`src/rtl/pcwe_consts.vh`:
```
// constants for the panel control word encoder
`ifndef PCWE_CONSTS_VH
`define PCWE_CONSTS_VH
// ********************
// drive state codes
// ********************
`define PCWE_DRV_OPERATE 2'h0
`define PCWE_DRV_MUTE 2'h1
`define PCWE_DRV_TRANSMIT 2'h2
// ********************
// mode field codes, bits 31..25
// ********************
`define PCWE_MODE_CW 7'h48
`define PCWE_MODE_AM6 7'h01
`define PCWE_MODE_USB20 7'h04
`define PCWE_MODE_USBSUPP 7'h00
`define PCWE_MODE_LSB20 7'h0C
`define PCWE_MODE_LSBSUPP 7'h08
`define PCWE_MODE_ISB20 7'h14
`define PCWE_MODE_ISBSUPP 7'h10
// ********************
// bit positions in the incoming display data
// ********************
`define PCWE_DSP_RESET 18
`define PCWE_DSP_SYM 32
`define PCWE_DSP_DRV_LO 33
`define PCWE_DSP_DRV_HI 34
`define PCWE_DSP_MODE_HI 31
`define PCWE_DSP_MODE_LO 25
// ********************
// register map, byte offsets
// ********************
`define PCWE_REG_CTRL 12'h000
`define PCWE_REG_STATUS 12'h004
`define PCWE_REG_WORD 12'h008
// ********************
// timing and counts
// ********************
`define PCWE_DEB_NS 20000000
`define PCWE_CLK_NS 50
`define PCWE_PAIR_COUNT 2'h2
`define PCWE_CTRL_RST 2'h0
`endif

```
`src/rtl/pcwe_encoder.v`:
```
// panel control word encoder: drive state, mode field, reset bit, entry enable
//
// The APB interface to the registers and the register addresses were decided locally.
`include "pcwe_consts.vh"
`default_nettype none

// Behaviour
// - one-of-four drive lamp, only while power good
// - symmetrical bit: zero, loaded on word3, cleared by mode
// - entry enable is AND of three inputs
// - inhibit-entry low: accept entry, suppress outgoing data
// - external entry: accept entry, keep sending data
// - control buttons gated by panel enable
// - drive code 00/01/10, external switches override
// - frequency change sets hold latch, lamp, new data
// - frequency change clears word-present counter
// - reset press clears hold, sets frequency new data
// - reset release pulses bit 18 and new data
// - bit 18 cleared after one frame pair
// - strobe clears new data, makes display pulse
// - display reset bit sets bit 18 on word3
// - 7-bit mode field held, from display or panel
// - mode field bit map per mode table
// - mode press encodes, loads code, sets new data
// - new data latch stops counter at word3 enable
module pcwe_encoder #(
  parameter DEB_CYCLES = (`PCWE_DEB_NS + `PCWE_CLK_NS - 1) / `PCWE_CLK_NS,
  parameter NBTN = 14
) (
  // clock, reset, enable
  input wire pclk,
  input wire presetn,
  input wire clk_en,
  // apb slave
  input wire psel,
  input wire penable,
  input wire pwrite,
  input wire [11:0] paddr,
  input wire [31:0] pwdata,
  output reg [31:0] prdata,
  output reg pready,
  output reg pslverr,
  // push-buttons, raw: 0..7 mode, 8 mute, 9 operate, 10 transmit, 11 reset,
  // 12 ext transmit, 13 ext mute (12/13 are levels, not gated)
  input wire [NBTN-1:0] button_raw,
  // status and entry inputs
  input wire power_good,
  input wire panel_enable,
  input wire ext_entry_inhibit_n,
  input wire ext_entry,
  // control processor side
  input wire word3_enable,
  input wire ctrl_strobe_n,
  input wire in_word3_pulse,
  input wire [47:0] display_data,
  input wire freq_change,
  // outputs
  output reg [3:0] drive_lamp,
  output reg entry_enable,
  output reg out_data_inhibit,
  output reg accept_entry,
  output reg freq_hold,
  output reg reset_lamp,
  output reg freq_new_data,
  output reg word_cnt_clear,
  output reg new_data_stop,
  output reg freq_display_pulse,
  output reg [34:16] mode_word
);

  // ********************
  // button synchronise and debounce
  // ********************
  reg [NBTN-1:0] sync1_ff;
  reg [NBTN-1:0] sync2_ff;
  reg [NBTN-1:0] stable_ff;
  reg [NBTN-1:0] press_ff;
  reg [NBTN-1:0] release_ff;
  reg [31:0] deb_cnt_ff [0:NBTN-1];

  genvar gi;
  generate
    for (gi = 0; gi < NBTN; gi = gi + 1) begin : g_btn
      always @(posedge pclk or negedge presetn) begin
        if (!presetn) begin
          sync1_ff[gi] <= 1'b0;
          sync2_ff[gi] <= 1'b0;
          stable_ff[gi] <= 1'b0;
          press_ff[gi] <= 1'b0;
          release_ff[gi] <= 1'b0;
          deb_cnt_ff[gi] <= 32'h0;
        end else if (clk_en) begin
          sync1_ff[gi] <= button_raw[gi];
          sync2_ff[gi] <= sync1_ff[gi];
          press_ff[gi] <= 1'b0;
          release_ff[gi] <= 1'b0;
          // a level must hold for the whole debounce time before it counts
          if (sync2_ff[gi] == stable_ff[gi]) begin
            deb_cnt_ff[gi] <= 32'h0;
          end else if (deb_cnt_ff[gi] >= DEB_CYCLES - 1) begin
            deb_cnt_ff[gi] <= 32'h0;
            stable_ff[gi] <= sync2_ff[gi];
            press_ff[gi] <= sync2_ff[gi];
            release_ff[gi] <= ~sync2_ff[gi];
          end else begin
            deb_cnt_ff[gi] <= deb_cnt_ff[gi] + 32'h1;
          end
        end
      end
    end
  endgenerate

  // ********************
  // gated presses, ungated external levels
  // ********************
  wire [7:0] mode_press = press_ff[7:0] & {8{panel_enable}};
  wire any_mode = |mode_press;
  wire mute_press = press_ff[8] & panel_enable;
  wire oper_press = press_ff[9] & panel_enable;
  wire xmit_press = press_ff[10] & panel_enable;
  wire rst_press = press_ff[11] & panel_enable;
  wire rst_release = release_ff[11] & panel_enable;
  wire ext_xmit = stable_ff[12];
  wire ext_mute = stable_ff[13];

  // ********************
  // registers and state
  // ********************
  reg [1:0] ctrl_ff;
  reg [1:0] panel_drv_ff;
  reg sym_ff;
  reg [6:0] mode_code_ff;
  reg bit18_ff;
  reg [1:0] pair_cnt_ff;
  reg new_data_ff;
  reg strobe_n_d_ff;
  reg [6:0] nxt_code;

  // priority encoder, highest button wins
  always @* begin
    nxt_code = `PCWE_MODE_USBSUPP;
    if (mode_press[7]) nxt_code = `PCWE_MODE_ISBSUPP;
    else if (mode_press[6]) nxt_code = `PCWE_MODE_ISB20;
    else if (mode_press[5]) nxt_code = `PCWE_MODE_LSBSUPP;
    else if (mode_press[4]) nxt_code = `PCWE_MODE_LSB20;
    else if (mode_press[3]) nxt_code = `PCWE_MODE_USBSUPP;
    else if (mode_press[2]) nxt_code = `PCWE_MODE_USB20;
    else if (mode_press[1]) nxt_code = `PCWE_MODE_AM6;
    else if (mode_press[0]) nxt_code = `PCWE_MODE_CW;
  end

  // external switches override the panel selection
  wire [1:0] drv_code = ext_xmit ? `PCWE_DRV_TRANSMIT :
                        ext_mute ? `PCWE_DRV_MUTE : panel_drv_ff;
  wire strobe_rise = ctrl_strobe_n & ~strobe_n_d_ff;
  wire disp_pulse = strobe_rise;
  wire pair_tick = disp_pulse & word3_enable;
  wire set_new = any_mode | mute_press | oper_press | xmit_press |
                 rst_press | rst_release | freq_change;
  wire apb_wr = psel & penable & pwrite;

  always @(posedge pclk or negedge presetn) begin
    if (!presetn) begin
      ctrl_ff <= `PCWE_CTRL_RST;
      panel_drv_ff <= `PCWE_DRV_OPERATE;
      sym_ff <= 1'b0;
      mode_code_ff <= `PCWE_MODE_USBSUPP;
      bit18_ff <= 1'b0;
      pair_cnt_ff <= 2'h0;
      new_data_ff <= 1'b0;
      strobe_n_d_ff <= 1'b1;
      freq_hold <= 1'b0;
      freq_new_data <= 1'b0;
      word_cnt_clear <= 1'b0;
    end else if (clk_en) begin
      strobe_n_d_ff <= ctrl_strobe_n;
      word_cnt_clear <= freq_change;
      if (apb_wr && paddr == `PCWE_REG_CTRL) begin
        ctrl_ff <= pwdata[1:0];
      end
      // drive state: panel buttons or display data in check/remote
      if (xmit_press) panel_drv_ff <= `PCWE_DRV_TRANSMIT;
      else if (mute_press) panel_drv_ff <= `PCWE_DRV_MUTE;
      else if (oper_press) panel_drv_ff <= `PCWE_DRV_OPERATE;
      else if (in_word3_pulse && !panel_enable) begin
        panel_drv_ff <= display_data[`PCWE_DSP_DRV_HI:`PCWE_DSP_DRV_LO];
      end
      // symmetrical bit; a mode press outranks the load
      if (any_mode) sym_ff <= 1'b0;
      else if (in_word3_pulse) sym_ff <= display_data[`PCWE_DSP_SYM];
      // mode field
      if (any_mode) mode_code_ff <= nxt_code;
      else if (in_word3_pulse && !panel_enable) begin
        mode_code_ff <= display_data[`PCWE_DSP_MODE_HI:`PCWE_DSP_MODE_LO];
      end
      // frequency hold latch; a change in the same cycle outranks reset
      if (freq_change) freq_hold <= 1'b1;
      else if (rst_press) freq_hold <= 1'b0;
      if (rst_press) freq_new_data <= 1'b1;
      else if (ctrl_strobe_n == 1'b0) freq_new_data <= 1'b0;
      // bit 18 and its frame-pair counter
      if (rst_release || (in_word3_pulse && display_data[`PCWE_DSP_RESET])) begin
        bit18_ff <= 1'b1;
        pair_cnt_ff <= 2'h0;
      end else if (bit18_ff && pair_tick) begin
        if (pair_cnt_ff == `PCWE_PAIR_COUNT - 2'h1) begin
          bit18_ff <= 1'b0;
          pair_cnt_ff <= 2'h0;
        end else begin
          pair_cnt_ff <= pair_cnt_ff + 2'h1;
        end
      end
      // new data latch: set wins over strobe clear
      if (set_new) new_data_ff <= 1'b1;
      else if (strobe_rise && word3_enable) new_data_ff <= 1'b0;
    end
  end

  // ********************
  // registered outputs
  // ********************
  always @(posedge pclk or negedge presetn) begin
    if (!presetn) begin
      drive_lamp <= 4'h0;
      entry_enable <= 1'b0;
      out_data_inhibit <= 1'b0;
      accept_entry <= 1'b0;
      reset_lamp <= 1'b0;
      new_data_stop <= 1'b0;
      freq_display_pulse <= 1'b0;
      mode_word <= 19'h0;
    end else if (clk_en) begin
      // drive lamps go dark on power failure to spare the lamp supply
      drive_lamp <= power_good ? (4'h1 << drv_code) : 4'h0;
      entry_enable <= panel_enable & ext_entry_inhibit_n & ext_entry;
      out_data_inhibit <= ~ext_entry_inhibit_n | ctrl_ff[0];
      accept_entry <= ~ext_entry_inhibit_n | ext_entry | ctrl_ff[1];
      reset_lamp <= freq_hold;
      new_data_stop <= new_data_ff & word3_enable;
      freq_display_pulse <= disp_pulse;
      mode_word <= {drv_code, sym_ff, mode_code_ff, 6'h0, bit18_ff, 2'h0};
    end
  end

  // ********************
  // apb slave, zero wait states
  // ********************
  always @(posedge pclk or negedge presetn) begin
    if (!presetn) begin
      prdata <= 32'h0;
      pready <= 1'b0;
      pslverr <= 1'b0;
    end else if (clk_en) begin
      pready <= psel & ~penable;
      pslverr <= 1'b0;
      if (psel && !penable) begin
        pslverr <= (paddr != `PCWE_REG_CTRL) && (paddr != `PCWE_REG_STATUS) &&
                   (paddr != `PCWE_REG_WORD);
        case (paddr)
          `PCWE_REG_CTRL: prdata <= {30'h0, ctrl_ff};
          `PCWE_REG_STATUS: prdata <= {27'h0, pair_cnt_ff, new_data_ff,
                                       bit18_ff, freq_hold};
          `PCWE_REG_WORD: prdata <= {13'h0, drv_code, sym_ff, mode_code_ff,
                                     6'h0, bit18_ff, 2'h0};
          default: prdata <= 32'h0;
        endcase
      end else begin
        pready <= 1'b0;
      end
    end
  end

endmodule
`default_nettype wire

```
`config.mk`:
```
export PLATFORM = sky130hd
export DESIGN_NAME = pcwe_encoder
export DESIGN_NICKNAME = d
export VERILOG_FILES = /design/src/rtl/pcwe_encoder.v
export VERILOG_INCLUDE_DIRS = /design/src /design/src/rtl
export SDC_FILE = /design/constraint.sdc
export NUM_CORES = 1
export LEC_CHECK = 0
export BUFFER_PORTS_ARGS = -buffer_cell sky130_fd_sc_hd__buf_2
export CORE_AREA = 2 2 247 249
export DETAILED_ROUTE_END_ITERATION = 8
export DIE_AREA = 0 0 249 251
export PLACE_DENSITY = 0.66
export SLEW_MARGIN = 20
export SYNTH_ARGS = -nofsm -noshare
export SYNTH_HDL_FRONTEND = slang
export SYNTH_SLANG_ARGS = --single-unit
```
`constraint.sdc`:
```
create_clock -name pclk -period 6.7 [get_ports pclk]
set_input_delay 1.005 -clock pclk [delete_from_list [all_inputs] [get_ports pclk]]
set_output_delay 1.005 -clock pclk [all_outputs]
set_load 0.02 [all_outputs]
```
==> flow_summary.yaml <==
power_and_ir_drop:
  netSwitchingFraction_pct: 25.27
  seqPwrFrac_pct: 46.5
  clkPwrFrac_pct: 44.1
  p_int_mw: 6.136
  vdd_drop_max_mv: 0.1805
  power.leakage_nw: 12.91
  p_per_area_mw_per_mm2: 274.0
  power_frac_comb_pct: 9.4
  power.switching_mw: 2.075
detailed_routing:
  dr_total_vias: 20719
  drc: 0
  wl_mm: 57.50
  route.detailed.wl_per_inst_um: 16.25
  ant_nets: 0
  drt_iter0_drc: 1471
  via_per_inst: 5.856
  drtPass1Iterations: 5
clocking:
  numCtsBuffers: 58
  cts.sinks: 561
  postCtsSetupBuffers: 0
  clockBufferDepth: 3
  postCtsResizedCells: 0
  clk_pin_slew_ns: 0.06
  cts_tree: "yes"
  hold_buffers: 0
  clock_latency_ns: 0.61
  cts_htree_levels: 2
  cts-root-buf: "clkbuf_16"
sta:
  rsz0062_at_grt: "false"
  finalWorstSetupSlack_ns: 3.761
  skew_ns: 0.01219
  worst_pin_slew_ns: 1.004
  setup_viol: 0
  hold_ws_ns: 0.4770
  finalHoldViolCount: 0
  finalCriticalPeriod_ns: 2.939
  period_share_pct: 43.86
  setup_tns_ns: 0
  max_slew_margin_pct: 32.64
  drv_slew: 0
  fmax_mhz: 340.3
final_layout:
  fin_cells: 3538
  drive_gt1_share_pct: 10.45
  area_growth_pct: 12.40
  fin_area_mm2: 0.02997
  nets: 2844
  nFillCells: 5256
synthesis:
  synthCells: 2666
  synth-compound-area-share_pct: 16.50
  synth_area_mm2: 0.02666
  synth_largest_area_cell: "dfrtp_1"
  synth_top_area_share_pct: 52.56
  synth_top_family_by_area: "simple AND/OR/NAND/NOR gates"
  synthArstFlopShare_pct: 100.0
  synth_seq_cells: 561
  synth_common_cells: "560 x dfrtp_1, 232 x nor2b_1, 222 x nand2_1, 150 x nand3_1, 133 x o21ai_0"
  yosysWarnings: 0
  synth_adder_area_share_pct: 0.6570
  synth_most_common_cell: "dfrtp_1"
  synthSimpleGateAreaFrac_pct: 23.14
  synthXorXnorAreaFrac_pct: 0.5256
  synth.area.mux_share_pct: 2.783
  synth_top_flop_cell: "dfrtp_1"
  synthDistinctLibCells: 77
  synth.yosys.seq_area_share_pct: 52.66
  synth.area.top_cells: "dfrtp_1 53%, nor2b_1 5.4%, nand2_1 3.1%, nand3_1 2.8%, o21ai_0 2.5%"
  synth_enable_flop_cells: 0
  syn_area_per_cell_um2: 10.00
floorplanning:
  ios: 186
  die_h_um: 251
  initial_core_util_pct: 44.59
  num_rows: 90
  die-area_mm2: 0.06250
  fp.coreArea_mm2: 0.05979
  die_w_um: 249
grt:
  grt_first_pass_wirelength_mm: 99.22
  grt_max_degree: 203
  grt_use_met3_pct: 3.148
  grt_pass1_vias: 20069
  grt.busiest_layer: "met2"
  met2_usage_pct: 30.16
  overflow: 0
  track_usage_pct: 18.54
  use_met1_pct: 26.12
  antenna_found_initial: 1
placed_design:
  io_buffer_count: 93
  dpl_cell_area_mm2: 0.02777
  place_ws_ns: 3.110
  dp.cells: 3432
  dp_hpwl_mm: 36.37
  gp_congestion: 0.8222
critical_path:
  arrival_ns: 3.43
  cp-end-kind: "flip-flop"
  crit_path_top_delay_cell: "buf_4"
  critPathBufInv: 4
  crit_type: "primary input to flip-flop"
  crit_chain: "buf_8 -> inv_4 -> buf_4 -> buf_4 -> nor2_1 -> a22o_1"
  cpMostUsedCell: "buf_4"
  path_delay_family: "buffers and inverters"
  cp.required_ns: 7.19
  slowest_delay_ns: 0.72
  crit_fanout: 64
  start_kind: "primary input"
outcome:
  run_status: "finished, final reports clean"
worst_hold_path:
  min_path_type: "primary input to async pin"
flow_run:
  maxCapViolations: 0
[logic make-up after synthesis]
kind of cell | after synthesis
other cells | 1
fa+ha+maj | 14
simple gates | 1137
mux | 68
flops | 561
compound gates | 633
xor+xnor | 16
buf+inv | 236
[cell usage in the layout, fill, tap and decap left out, drive strengths merged, types with 69 or more instances in the layout]
| cell | count |
|---|---|
| dfrtp | 560 |
| nor2b | 232 |
| nand2 | 223 |
| nand3 | 150 |
| o21ai | 134 |
| buf | 114 |
| a31oi | 106 |
| nor2 | 98 |
| nor3 | 85 |
| inv | 83 |
| clkbuf | 80 |
| nand4 | 76 |
| nor4 | 76 |
| a21oi | 69 |
[power groups by stage]
stage | sequential (mW) | clock, mW | combinational, mW
final | 3.82 | 3.62 | 0.770
after global routing | 3.85 | 3.85 | 0.879
after CTS | 3.81 | 3.71 | 0.777
after detailed placement | 3.87 | 0 | 0.774
after global placement | 3.86 | 0 | 0.740
after floorplan | 3.83 | 0 | 0.535
[area by class of cell]
cell class                 count  area, um2  share of cell area [%]
clock buffer                  80       1718                   5.732
sequential                   561      14040                   46.85
antenna                        1      2.502                0.008350
timing repair buffer         114      705.7                   2.355
tap                          782      978.4                   3.265
clock inverter                25      459.2                   1.532
multi-input combinational   1893      11760                   39.22
inverter                      82      310.3                   1.035
[routing by layer]
metal / up-vias / part of all wire (%) / routed length, um
met3: 67 / 5.1 / 2953
met2: 508 / 46 / 26520
met4: 2 / 1.4 / 816
li1: 9961 / - / -
met5: - / 0.023 / 13
met1: 10181 / 47 / 27200
[registers in the layout, indices dropped and copies added, names as in the netlist, 2 cells and up]
register      cells
pair_cnt_ff       2
mode_code_ff      7
prdata           15
sync1_ff         14
ctrl_ff           2
stable_ff        12
deb_cnt_ff      448
drive_lamp        4
press_ff         12
panel_drv_ff      2
mode_word        11
sync2_ff         14
[worst paths after layout]
check	cells past startpoint	end	from	slack, ns
worst max-delay path	6	deb_cnt_ff[293]	clk_en	3.76
worst min register to register	2	prdata[0]	prdata[0]	0.48
max in group asynchronous	2	deb_cnt_ff[391]	presetn	4.64
worst min-delay path	1	deb_cnt_ff[18]	presetn	0.48
worst max register to register	5	deb_cnt_ff[172]	deb_cnt_ff[176]	3.90
min in group pclk	2	prdata[0]	prdata[0]	0.48
[through the flow]
step | total power [mW] | util (%)
floorplan | 4.361 | -
global placement | 4.598 | 46.45
detailed placement | 4.645 | 46.45
CTS | 8.301 | 50.09
global route | 8.584 | 50.12
finish | 8.211 | 50.12
Note: power is estimated with default switching activity, not from simulation.
